## src/verilog/ttc_pkg.sv

```systemverilog
// shared constants for the thermal throttle control block
package ttc_pkg;
  localparam int NUM_CORES = 2;
  localparam int CORE_W = 1;
  localparam int NUM_RANKS = 2;
  localparam int PWR_W = 16;
  localparam int TEMP_W = 8;
  localparam int DATA_W = 64;
  localparam int ADDR_W = 12;
  localparam int CNT_W = 12;
  // register addresses
  localparam logic [ADDR_W-1:0] REG_PKG_FLAGS = 12'h1B1;
  localparam logic [ADDR_W-1:0] REG_THROTTLE = 12'h0A0;
  localparam logic [ADDR_W-1:0] REG_MEM_TEMP_THR = 12'h0A1;
  localparam logic [ADDR_W-1:0] REG_MEM_PWR_LIM = 12'h0A2;
  localparam logic [ADDR_W-1:0] REG_INT_EN = 12'h0A3;
  localparam logic [ADDR_W-1:0] REG_CAPS = 12'h0A4;
  // field positions
  localparam int THR_EN_BIT = 4;
  localparam int DUTY_LSB = 1;
  localparam int DUTY_MSB = 3;
  localparam int CRIT_LIVE_BIT = 4;
  localparam int CRIT_LOG_BIT = 5;
  localparam int INT_EN_BIT = 0;
  localparam int WARM_THR_LSB = 0;
  localparam int HOT_THR_LSB = 8;
  localparam int CLOSED_LOOP_BIT = 16;
  localparam int WARM_PWR_LSB = 0;
  localparam int HOT_PWR_LSB = 16;
  localparam int CAPS_FINE_BIT = 0;
  // capability: 0 means 12.5% steps, 1 means 6.25% steps
  localparam logic CAPS_FINE_GRAIN = 1'b0;
  // reset values
  localparam logic [DATA_W-1:0] RST_ZERO = 64'h0;
  localparam logic [2:0] DUTY_RESERVED = 3'h0;
  // external memory status encoding
  localparam logic [1:0] EXT_WARM = 2'h1;
  localparam int EXT_HOT_BIT = 1;
  // modulation timing
  localparam int MOD_PERIOD_NS = 32000;
  localparam int CLK_PERIOD_NS = 8;
  localparam int HW_ON_PCT = 25;
  localparam int STEPS = 8;
  localparam logic [CNT_W-1:0] PERIOD_CYC = CNT_W'(MOD_PERIOD_NS / CLK_PERIOD_NS);
  localparam logic [CNT_W-1:0] HW_ON_CYC = CNT_W'((MOD_PERIOD_NS / CLK_PERIOD_NS) * HW_ON_PCT / 100);
  localparam logic [CNT_W-1:0] STEP_CYC = CNT_W'((MOD_PERIOD_NS / CLK_PERIOD_NS) / STEPS);
  localparam logic [CNT_W-1:0] CNT_ONE = 12'h001;
  typedef enum {TTC_LVL_NONE, TTC_LVL_WARM, TTC_LVL_HOT} ttc_level_e;
endpackage

```

## src/verilog/ttc_mod_if.sv

```systemverilog
// per-core modulation request and gate between controller and generator
`timescale 1ns/10ps
interface ttc_mod_if;
  logic enable;
  logic [2:0] eighths;
  logic hw_force;
  logic clk_on;
  modport ctrl (output enable, output eighths, output hw_force, input clk_on);
  modport gen (input enable, input eighths, input hw_force, output clk_on);
endinterface

```

## src/verilog/ttc_duty_gen.sv

```systemverilog
// clock-on gate generator for one core, fixed 32 us period
`timescale 1ns/10ps
module ttc_duty_gen
  import ttc_pkg::*;
(
  input wire logic clk,
  input wire logic clk_en,
  input wire logic resetn,
  ttc_mod_if.gen m
);
  logic [CNT_W-1:0] cnt_reg;
  logic [CNT_W-1:0] cnt_next;
  logic on_reg;
  logic on_next;
  logic [CNT_W-1:0] sw_on_cyc;

  // period counts clk cycles at a fixed rate, not core frequency
  always_comb
  begin
    sw_on_cyc = CNT_W'({9'h000, m.eighths} * STEP_CYC);
    cnt_next = (cnt_reg == PERIOD_CYC - CNT_ONE) ? '0 : cnt_reg + CNT_ONE;
    if (m.hw_force)
      on_next = (cnt_reg < HW_ON_CYC);
    else if (m.enable && m.eighths != DUTY_RESERVED)
      on_next = (cnt_reg < sw_on_cyc);
    else
      on_next = 1'b1; // reserved duty runs the clock at full rate
  end

  always_ff @(posedge clk or negedge resetn)
  begin
    if (!resetn)
    begin
      cnt_reg <= '0;
      on_reg <= 1'b1;
    end
    else if (clk_en)
    begin
      cnt_reg <= cnt_next;
      on_reg <= on_next;
    end
  end

  assign m.clk_on = on_reg;

  a_hw_off_phase: assert property (@(posedge clk) disable iff (!resetn)
    (clk_en && m.hw_force && cnt_reg == HW_ON_CYC) |=> !on_reg)
    else $error("hw modulation on phase longer than a quarter");
  a_period_wrap: assert property (@(posedge clk) disable iff (!resetn)
    (clk_en && cnt_reg == PERIOD_CYC - CNT_ONE) |=> cnt_reg == '0)
    else $error("modulation period length wrong");
endmodule

```

## src/verilog/ttc_mem_throttle.sv

```systemverilog
// memory traffic throttle level from temperature, status pins or power
`timescale 1ns/10ps
module ttc_mem_throttle
  import ttc_pkg::*;
(
  input wire logic clk,
  input wire logic clk_en,
  input wire logic resetn,
  input wire logic closed_loop,
  input wire logic [TEMP_W-1:0] mem_temp,
  input wire logic [TEMP_W-1:0] warm_thr,
  input wire logic [TEMP_W-1:0] hot_thr,
  input wire logic [1:0] ext_status,
  input wire logic [NUM_RANKS*PWR_W-1:0] rank_power,
  input wire logic [PWR_W-1:0] warm_pwr,
  input wire logic [PWR_W-1:0] hot_pwr,
  output logic [1:0] level
);
  ttc_level_e level_reg;
  ttc_level_e level_next;
  logic warm_c;
  logic hot_c;

  // closed loop uses injected temperature, open loop uses rank power
  always_comb
  begin
    warm_c = (ext_status == EXT_WARM);
    hot_c = ext_status[EXT_HOT_BIT];
    if (closed_loop)
    begin
      warm_c = warm_c || (mem_temp >= warm_thr);
      hot_c = hot_c || (mem_temp >= hot_thr);
    end
    else
    begin
      for (int r = 0; r < NUM_RANKS; r++)
      begin
        warm_c = warm_c || (rank_power[r*PWR_W +: PWR_W] > warm_pwr);
        hot_c = hot_c || (rank_power[r*PWR_W +: PWR_W] > hot_pwr);
      end
    end
    if (hot_c)
      level_next = TTC_LVL_HOT;
    else if (warm_c)
      level_next = TTC_LVL_WARM;
    else
      level_next = TTC_LVL_NONE;
  end

  always_ff @(posedge clk or negedge resetn)
  begin
    if (!resetn)
      level_reg <= TTC_LVL_NONE;
    else if (clk_en)
      level_reg <= level_next;
  end

  assign level = 2'(level_reg);

  a_mem_hot_level: assert property (@(posedge clk) disable iff (!resetn)
    (clk_en && hot_c) |=> level_reg == TTC_LVL_HOT)
    else $error("hot condition did not give hot throttle");
  a_mem_warm_level: assert property (@(posedge clk) disable iff (!resetn)
    (clk_en && warm_c && !hot_c) |=> level_reg == TTC_LVL_WARM)
    else $error("warm condition did not give warm throttle");
endmodule

```

## src/verilog/ttc_top.sv

```systemverilog
// package thermal throttle control: modulation, alert, trip, memory throttle
//
// Summary of operation
// alert line is released while the package is in deep idle.
// after leaving idle the alert line drives again if still hot.
// sideband temperature reads and injection work in every idle state.
// trip temperature shuts the package down and drives shutdown output.
// hot thermal monitor plus critical temperature latches status and sticky bits.
// critical latch raises the thermal interrupt only when enabled.
// hardware thermal control duty overrides any software duty.
// legacy path duty wins over the per-core register path.
// enable bit of throttle control starts modulation at once.
// duty comes from the three-bit field of throttle control.
// duty steps are 12.5 percent, reported in a capability register.
// per-core register path gates each core independently.
// legacy path gates all cores together.
// memory throttle has warm and hot levels from programmable thresholds.
// software sets warm as intermediate and hot as most severe.
// injected memory temperature from sideband drives closed-loop throttling.
// two-line external memory status input carries status only.
// without sensor, per-rank power above limits triggers throttling.
// hardware modulation is fixed at 25 percent on, 75 percent off.
// hardware modulation period is 32 us, independent of core frequency.
// duty value N gives N eighths on time; zero is reserved.
`timescale 1ns/10ps
module ttc_top
  import ttc_pkg::*;
(
  input wire logic clk,
  input wire logic clk_en,
  input wire logic resetn,
  input wire logic [ttc_pkg::NUM_CORES-1:0] core_at_tcc,
  input wire logic crit_temp_hit,
  input wire logic trip_temp_hit,
  input wire logic pkg_deep_idle,
  input wire logic [ttc_pkg::TEMP_W-1:0] pkg_temp,
  input wire logic reg_wr,
  input wire logic reg_rd,
  input wire logic [ttc_pkg::ADDR_W-1:0] reg_addr,
  input wire logic [ttc_pkg::CORE_W-1:0] reg_core,
  input wire logic [ttc_pkg::DATA_W-1:0] reg_wdata,
  output logic [ttc_pkg::DATA_W-1:0] reg_rdata,
  output logic reg_rvalid,
  input wire logic legacy_wr,
  input wire logic [4:0] legacy_wdata,
  input wire logic sb_rd,
  output logic [ttc_pkg::TEMP_W-1:0] sb_rdata,
  output logic sb_rvalid,
  input wire logic sb_mem_temp_wr,
  input wire logic [ttc_pkg::TEMP_W-1:0] sb_mem_temp,
  input wire logic [1:0] external_mem_temp_status,
  input wire logic [ttc_pkg::NUM_RANKS*ttc_pkg::PWR_W-1:0] rank_power,
  output logic [ttc_pkg::NUM_CORES-1:0] core_clk_en,
  output logic thermal_alert_line_n_out,
  output logic thermal_alert_line_oe,
  output logic overtemp_shutdown_out_n,
  output logic pkg_shutdown,
  output logic therm_int,
  output logic [1:0] mem_throttle_level
);
  ////////////////////////////////////////////////////////////////////////////
  // declarations
  logic [4:0] throttle_reg [NUM_CORES];
  logic [4:0] throttle_next [NUM_CORES];
  logic [4:0] legacy_reg;
  logic [4:0] legacy_next;
  logic [DATA_W-1:0] mem_thr_reg;
  logic [DATA_W-1:0] mem_thr_next;
  logic [DATA_W-1:0] mem_pwr_reg;
  logic [DATA_W-1:0] mem_pwr_next;
  logic int_en_reg;
  logic int_en_next;
  logic crit_live_reg;
  logic crit_live_next;
  logic crit_log_reg;
  logic crit_log_next;
  logic int_reg;
  logic int_next;
  logic trip_reg;
  logic trip_next;
  logic alert_oe_reg;
  logic alert_oe_next;
  logic [DATA_W-1:0] rdata_reg;
  logic [DATA_W-1:0] rdata_next;
  logic rvalid_reg;
  logic rvalid_next;
  logic [TEMP_W-1:0] sb_rdata_reg;
  logic [TEMP_W-1:0] sb_rdata_next;
  logic sb_rvalid_reg;
  logic sb_rvalid_next;
  logic [TEMP_W-1:0] mem_temp_reg;
  logic [TEMP_W-1:0] mem_temp_next;
  logic [1:0] ext_meta_reg;
  logic [1:0] ext_sync_reg;
  logic tcc_active;
  logic crit_cond;
  logic [1:0] mem_level;
  logic [NUM_CORES-1:0] gate_on;
  logic flags_wr;
  logic thr_wr;

  assign tcc_active = |core_at_tcc;
  assign crit_cond = tcc_active && crit_temp_hit;
  assign flags_wr = reg_wr && reg_addr == REG_PKG_FLAGS;
  assign thr_wr = reg_wr && reg_addr == REG_THROTTLE;

  ////////////////////////////////////////////////////////////////////////////
  // external memory status pins cross in through two flops
  always_ff @(posedge clk or negedge resetn)
  begin
    if (!resetn)
    begin
      ext_meta_reg <= 2'h0;
      ext_sync_reg <= 2'h0;
    end
    else if (clk_en)
    begin
      ext_meta_reg <= external_mem_temp_status;
      ext_sync_reg <= ext_meta_reg;
    end
  end

  ////////////////////////////////////////////////////////////////////////////
  // configuration registers written by software
  always_comb
  begin
    for (int c = 0; c < NUM_CORES; c++)
    begin
      throttle_next[c] = throttle_reg[c];
      if (thr_wr && reg_core == CORE_W'(c))
        throttle_next[c] = {1'b0, reg_wdata[THR_EN_BIT:DUTY_LSB]};
    end
    legacy_next = legacy_wr ? {1'b0, legacy_wdata[THR_EN_BIT:DUTY_LSB]} : legacy_reg;
    mem_thr_next = mem_thr_reg;
    mem_pwr_next = mem_pwr_reg;
    int_en_next = int_en_reg;
    if (reg_wr && reg_addr == REG_MEM_TEMP_THR)
      mem_thr_next = reg_wdata;
    if (reg_wr && reg_addr == REG_MEM_PWR_LIM)
      mem_pwr_next = reg_wdata;
    if (reg_wr && reg_addr == REG_INT_EN)
      int_en_next = reg_wdata[INT_EN_BIT];
  end

  always_ff @(posedge clk or negedge resetn)
  begin
    if (!resetn)
    begin
      for (int c = 0; c < NUM_CORES; c++)
        throttle_reg[c] <= 5'h00;
      legacy_reg <= 5'h00;
      mem_thr_reg <= RST_ZERO;
      mem_pwr_reg <= RST_ZERO;
      int_en_reg <= 1'b0;
    end
    else if (clk_en)
    begin
      for (int c = 0; c < NUM_CORES; c++)
        throttle_reg[c] <= throttle_next[c];
      legacy_reg <= legacy_next;
      mem_thr_reg <= mem_thr_next;
      mem_pwr_reg <= mem_pwr_next;
      int_en_reg <= int_en_next;
    end
  end

  ////////////////////////////////////////////////////////////////////////////
  // critical temperature status, sticky log and interrupt
  // the log bit is cleared by writing zero; a new event in that cycle wins
  always_comb
  begin
    crit_live_next = crit_cond;
    crit_log_next = crit_log_reg;
    if (flags_wr && !reg_wdata[CRIT_LOG_BIT])
      crit_log_next = 1'b0;
    if (crit_cond)
      crit_log_next = 1'b1;
    int_next = int_en_reg && crit_cond && !crit_live_reg;
  end

  always_ff @(posedge clk or negedge resetn)
  begin
    if (!resetn)
    begin
      crit_live_reg <= 1'b0;
      crit_log_reg <= 1'b0;
      int_reg <= 1'b0;
    end
    else if (clk_en)
    begin
      crit_live_reg <= crit_live_next;
      crit_log_reg <= crit_log_next;
      int_reg <= int_next;
    end
  end

  ////////////////////////////////////////////////////////////////////////////
  // trip latch and alert line; trip holds until reset since the package is off
  always_comb
  begin
    trip_next = trip_reg || trip_temp_hit;
    // released in deep idle, recomputed from live state on wake
    alert_oe_next = tcc_active && !pkg_deep_idle;
  end

  always_ff @(posedge clk or negedge resetn)
  begin
    if (!resetn)
    begin
      trip_reg <= 1'b0;
      alert_oe_reg <= 1'b0;
    end
    else if (clk_en)
    begin
      trip_reg <= trip_next;
      alert_oe_reg <= alert_oe_next;
    end
  end

  ////////////////////////////////////////////////////////////////////////////
  // register reads, one cycle after the strobe
  always_comb
  begin
    rdata_next = RST_ZERO;
    rvalid_next = reg_rd;
    if (reg_rd)
    begin
      case (reg_addr)
        REG_PKG_FLAGS:
        begin
          rdata_next[CRIT_LIVE_BIT] = crit_live_reg;
          rdata_next[CRIT_LOG_BIT] = crit_log_reg;
        end
        REG_THROTTLE:
          rdata_next[THR_EN_BIT:DUTY_LSB] = throttle_reg[reg_core][THR_EN_BIT - DUTY_LSB:0];
        REG_MEM_TEMP_THR:
          rdata_next = mem_thr_reg;
        REG_MEM_PWR_LIM:
          rdata_next = mem_pwr_reg;
        REG_INT_EN:
          rdata_next[INT_EN_BIT] = int_en_reg;
        REG_CAPS:
          rdata_next[CAPS_FINE_BIT] = CAPS_FINE_GRAIN;
        default:
          rdata_next = RST_ZERO; // unmapped reads return zero
      endcase
    end
  end

  always_ff @(posedge clk or negedge resetn)
  begin
    if (!resetn)
    begin
      rdata_reg <= RST_ZERO;
      rvalid_reg <= 1'b0;
    end
    else if (clk_en)
    begin
      rdata_reg <= rdata_next;
      rvalid_reg <= rvalid_next;
    end
  end

  ////////////////////////////////////////////////////////////////////////////
  // sideband link: no idle gating, platform polls it while the cores sleep
  always_comb
  begin
    sb_rvalid_next = sb_rd;
    sb_rdata_next = sb_rd ? pkg_temp : sb_rdata_reg;
    mem_temp_next = sb_mem_temp_wr ? sb_mem_temp : mem_temp_reg;
  end

  always_ff @(posedge clk or negedge resetn)
  begin
    if (!resetn)
    begin
      sb_rvalid_reg <= 1'b0;
      sb_rdata_reg <= 8'h00;
      mem_temp_reg <= 8'h00;
    end
    else if (clk_en)
    begin
      sb_rvalid_reg <= sb_rvalid_next;
      sb_rdata_reg <= sb_rdata_next;
      mem_temp_reg <= mem_temp_next;
    end
  end

  ////////////////////////////////////////////////////////////////////////////
  // per-core modulation select: hardware, then legacy, then per-core setting
  genvar g;
  generate
    for (g = 0; g < NUM_CORES; g++)
    begin : g_core
      ttc_mod_if mif ();
      assign mif.hw_force = tcc_active;
      assign mif.enable = legacy_reg[THR_EN_BIT - DUTY_LSB] ||
        throttle_reg[g][THR_EN_BIT - DUTY_LSB];
      assign mif.eighths = legacy_reg[THR_EN_BIT - DUTY_LSB] ?
        legacy_reg[DUTY_MSB - DUTY_LSB:0] :
        throttle_reg[g][DUTY_MSB - DUTY_LSB:0];
      assign gate_on[g] = mif.clk_on;
      ttc_duty_gen u_gen (
        .clk(clk),
        .clk_en(clk_en),
        .resetn(resetn),
        .m(mif)
      );
    end
  endgenerate

  ////////////////////////////////////////////////////////////////////////////
  // memory throttle level
  ttc_mem_throttle u_mem (
    .clk(clk),
    .clk_en(clk_en),
    .resetn(resetn),
    .closed_loop(mem_thr_reg[CLOSED_LOOP_BIT]),
    .mem_temp(mem_temp_reg),
    .warm_thr(mem_thr_reg[WARM_THR_LSB +: TEMP_W]),
    .hot_thr(mem_thr_reg[HOT_THR_LSB +: TEMP_W]),
    .ext_status(ext_sync_reg),
    .rank_power(rank_power),
    .warm_pwr(mem_pwr_reg[WARM_PWR_LSB +: PWR_W]),
    .hot_pwr(mem_pwr_reg[HOT_PWR_LSB +: PWR_W]),
    .level(mem_level)
  );

  ////////////////////////////////////////////////////////////////////////////
  // outputs, each from a flop except the alert line data, which is tied low
  assign core_clk_en = gate_on;
  assign thermal_alert_line_n_out = 1'b0; // open drain: only low is driven
  assign thermal_alert_line_oe = alert_oe_reg;
  assign overtemp_shutdown_out_n = !trip_reg;
  assign pkg_shutdown = trip_reg;
  assign therm_int = int_reg;
  assign mem_throttle_level = mem_level;
  assign reg_rdata = rdata_reg;
  assign reg_rvalid = rvalid_reg;
  assign sb_rdata = sb_rdata_reg;
  assign sb_rvalid = sb_rvalid_reg;

  ////////////////////////////////////////////////////////////////////////////
  // checks
  a_idle_release: assert property (@(posedge clk) disable iff (!resetn)
    (clk_en && pkg_deep_idle) |=> !thermal_alert_line_oe)
    else $error("alert driven during deep idle");
  a_wake_realert: assert property (@(posedge clk) disable iff (!resetn)
    (clk_en && $fell(pkg_deep_idle) && tcc_active) |=> thermal_alert_line_oe)
    else $error("alert not driven again on wake while hot");
  a_trip_stays: assert property (@(posedge clk) disable iff (!resetn)
    (clk_en && trip_temp_hit) |=> !overtemp_shutdown_out_n [*4])
    else $error("shutdown output not held after trip");
  a_crit_sticky: assert property (@(posedge clk) disable iff (!resetn)
    (clk_en && crit_cond) |=> crit_log_reg && crit_live_reg)
    else $error("critical status not latched");
  a_int_gated: assert property (@(posedge clk) disable iff (!resetn)
    therm_int |-> $past(int_en_reg) && $past(crit_cond))
    else $error("interrupt without enable or cause");
  a_hw_override: assert property (@(posedge clk) disable iff (!resetn)
    (clk_en && tcc_active && g_core[0].u_gen.cnt_reg >= HW_ON_CYC) |=> !core_clk_en[0])
    else $error("software duty not overridden");
  a_legacy_wins: assert property (@(posedge clk) disable iff (!resetn)
    legacy_reg[THR_EN_BIT - DUTY_LSB] |->
      g_core[0].mif.eighths == legacy_reg[DUTY_MSB - DUTY_LSB:0])
    else $error("legacy duty did not take precedence");
  a_sb_answer: assert property (@(posedge clk) disable iff (!resetn)
    (clk_en && sb_rd) |=> sb_rvalid && sb_rdata == $past(pkg_temp))
    else $error("sideband read not answered");
endmodule

```

## config.mk

```make
export PLATFORM = sky130hd
export DESIGN_NAME = ttc_top
export DESIGN_NICKNAME = d
export VERILOG_FILES = /design/src/verilog/ttc_pkg.sv /design/src/verilog/ttc_mod_if.sv /design/src/verilog/ttc_duty_gen.sv /design/src/verilog/ttc_mem_throttle.sv /design/src/verilog/ttc_top.sv
export SDC_FILE = /design/constraint.sdc
export NUM_CORES = 1
export LEC_CHECK = 0
export BUFFER_PORTS_ARGS = -buffer_cell sky130_fd_sc_hd__buf_4
export CORE_MARGIN = 2
export CORE_UTILIZATION = 60
export CTS_CLUSTER_DIAMETER = 60
export DETAILED_ROUTE_END_ITERATION = 7
export PLACE_DENSITY = 0.84
export SETUP_SLACK_MARGIN = 0.05
export SLEW_MARGIN = 20
export SYNTH_ARGS = -nofsm -noshare
export SYNTH_HDL_FRONTEND = slang
export SYNTH_HIERARCHICAL = 1
export SYNTH_SLANG_ARGS = --single-unit
```

## constraint.sdc

```tcl
create_clock -name clk -period 6.9 [get_ports clk]
set_input_delay 0 -clock clk [delete_from_list [all_inputs] [get_ports clk]]
set_output_delay 0 -clock clk [all_outputs]
set_load 0.02 [all_outputs]
```

==> results.toml <==
[run]
drv_cap = 0

[power]
clockPowerShare_pct = 41.8
combPwrFrac_pct = 17.2
vdd_drop_max_v = 0.000252
p_seq_share_pct = 40.9
powerDensity_nw_per_um2 = 228
netSwitchingPower_mw = 1.13
p_leak_nw = 8.45
power_mw = 4.10
p_int_mw = 2.97
switching_share_pct = 27.7

[clock_tree]
clkTransAtPathRegs_ns = 0.06
cts_hold_buf = 113
post_cts_resized = 0
cts-root-buf = "clkbuf_16"
htreeDepth = 1
clock_sinks = 260
cts_tree = "built"
clk_latency_ns = 0.56
cts_buffer_depth = 3
cts_buffers = 29
post_cts_buffers = 0

[global_route]
grt_pass1_wl_um = 64300
grt_max_degree = 107
grt_pass1_vias = 12100
antenna_found_initial = 3
track_usage_pct = 33.7
grt_remaining_overflow = 0

[synthesis]
synth_flop_cell = "dfrtp_1"
synth_xor_area_share_pct = 1.01
syn_area_sq_um = 13900
synth_top_family_by_area = "multiplexers"
ys_seq_area_share_pct = 46.9
yosysWarnings = 6
synth-edff-count = 0
synth-compound-area-share_pct = 12.5
syn_avg_cell_area_sq_um = 11.3
async_flop_share_pct = 100
synthMuxAreaShare_pct = 14.4
syn-num-nets = 1502
synth-simple-area-share_pct = 7.58
synth_seq_cells = 260
synth_cells = 1231
synth_fa_ha_area_share_pct = 11.8
yosysUniqueCellTypes = 69

[die]
row_count = 55
die_h_um = 156
chipWidth_um = 156
die_area_sq_um = 24400
core_area_sq_um = 22600
io_pins = 228
start_util_pct = 61.3

[critical_path]
r2r_cells = 13
slowest_delay_ns = 0.77
critPathCaptureType = "flip-flop"
critical_path_peak_fanout = 12
rrSetupSlack_ns = 2.99
cp_cell_sequence = "o21ai_0, inv_1, ha_1, ha_1, inv_1, fa_1, fa_1, xnor2_1, ha_1, a211oi_1, nor2_1, a211oi_1, o31a_1"
critPathSlowestCell = "o21ai_0"
worstPathArrival_ns = 4.41
r2r-start = "legacy_reg[3]"
worst_setup_path_start_kind = "flip-flop"
cp.required_ns = 7.40
crit_type = "reg -> reg"
timing.rr.end = "g_core[0].u_gen/m.clk_on"
path_common_cell = "ha_1"

[finish]
fill_cells = 1308
nNetsFinal = 1830
drive_above_1_share_pct = 30.3
area_growth_pct = 29.9

[sta]
holdWs_ns = 0.0469
final.min_clock_period_ns = 3.91
worst_slack_ns = 2.99
final.setup.tns_ns = 0
drv_slew = 0
tightest_slew_ns = 1.01
finalSetupViolCount = 0
fmax_mhz = 256
min_period_over_period_pct = 56.7
relSlewSlack_pct = 32.1
rsz0062_at_grt = "no"
finClkSkew_ns = 0.0146
hold_viol_final = 0

[routing]
drtIter0Drc = 731
drc = 0
finalWirelength_um = 40600
viasPerCell = 6.02
dr.pass1.iters = 6
wl_per_cell_um = 21.7
dr_total_vias = 11300
ant_nets = 0

[min_path]
min_from = "reg_addr[11]"
min_path_cells = 5
hold_end = "int_en_reg"
min-delay-path-class = "in -> reg"

[place]
hpwl_um = 24700
port_buffers = 225
routabilityCongestion = 0.900
dp_slack_ns = 3.10

[run_status]
outcome = "complete, no violations"
[critical path: cells and delay by family (launching register included)]
kind	cells	cell delay, ns
and+or+nand+nor	1	0.08
DFF	1	0.48
buffers and inverters	2	0.19
AOI/OAI and AO/OA	4	1.38
xor gates and xnor gates	1	0.14
adders and majority gates	5	1.58
[layout make-up]
| cell class | count | area [sq um] | share of cell area, % |
|---|---|---|---|
| Clock inverter | 19 | 293 | 1.62 |
| Inverter | 157 | 589 | 3.27 |
| Antenna cell | 2 | 5.00 | 0.0278 |
| Tap cell | 285 | 357 | 1.98 |
| Timing Repair Buffer | 347 | 2900 | 16.1 |
| Multi-Input combinational cell | 764 | 6580 | 36.5 |
| Clock buffer | 35 | 788 | 4.37 |
| Sequential cell | 260 | 6510 | 36.1 |
[synth_stat cells, types with 19 or more instances]
library cell  instances  area [sq um]
o22ai_1              65           407
inv_1               156           586
dfrtp_1             258          6460
a21oi_1              41           205
nand2_1              53           199
a22oi_1              60           450
nand4_1              19           119
ha_1                118          1480
clkbuf_1             31           116
nand3_1              19          95.1
nor2_1               21          78.8
mux2_2              168          1890
o21ai_0              24           120
[metal layers]
layer  wire [um]  up-vias  track usage, %
li1            -     5084               -
met1       15600     5594            40.7
met2       20600      451            58.9
met3        2600      126            7.08
met4        1830        4            14.0
met5          26        -               0
[layout by cell type (no fill, tap or decap), types with 9 or more instances in the layout]
master,count
dfrtp_1,258
buf_4,232
mux2_2,168
inv_1,156
ha_1,118
dlygate4sd3_1,113
o22ai_1,65
a22oi_1,60
nand2_1,53
a21oi_1,41
clkbuf_16,29
o21ai_0,24
nor2_1,21
nand4_1,19
nand3_1,19
xnor2_1,14
nor3_1,13
mux2i_1,10
nand2b_1,10
a21o_1,9
o211ai_1,9
a211oi_1,9
[kinds of logic (layout without fill, tap and decap cells)]
logic type	Yosys count	after routing
other	1	3
muxes	178	178
AOI/OAI and AO/OA	258	258
buffers and inverters	207	558
adders and majority gates	126	126
xor gates and xnor gates	16	16
DFF	260	260
and+or+nand+nor	185	185
[worst max path at each step]
stage | startpoint | endpoint
2_1_floorplan | legacy_reg[3] | g_core[0].u_gen/m.clk_on
3_3_place_gp | legacy_reg[3] | g_core[0].u_gen/m.clk_on
3_5_place_dp | legacy_reg[3] | g_core[0].u_gen/m.clk_on
4_1_cts | legacy_reg[3] | g_core[0].u_gen/m.clk_on
5_1_grt | legacy_reg[3] | g_core[0].u_gen/m.clk_on
6_report | legacy_reg[3] | g_core[0].u_gen/m.clk_on
[through the flow]
stage          cells  area, sq um  utilization [%]
2_1_floorplan   1231        13900                -
3_3_place_gp    1700        15800             69.8
3_5_place_dp    1700        15800             69.8
4_1_cts         1867        18000             79.6
5_1_grt         1868        18000             79.6
6_report        1869        18000             79.6
[power by group through the flow]
stage	Sequential, mW	Combinational [mW]	Clock (mW)
finish	1.68	0.707	1.72
global route	1.69	0.790	1.80
CTS	1.68	0.690	1.72
detailed placement	1.70	0.634	0
global placement	1.70	0.602	0
floorplan	1.69	0.399	0
Note: power is estimated with default switching activity, not from simulation.
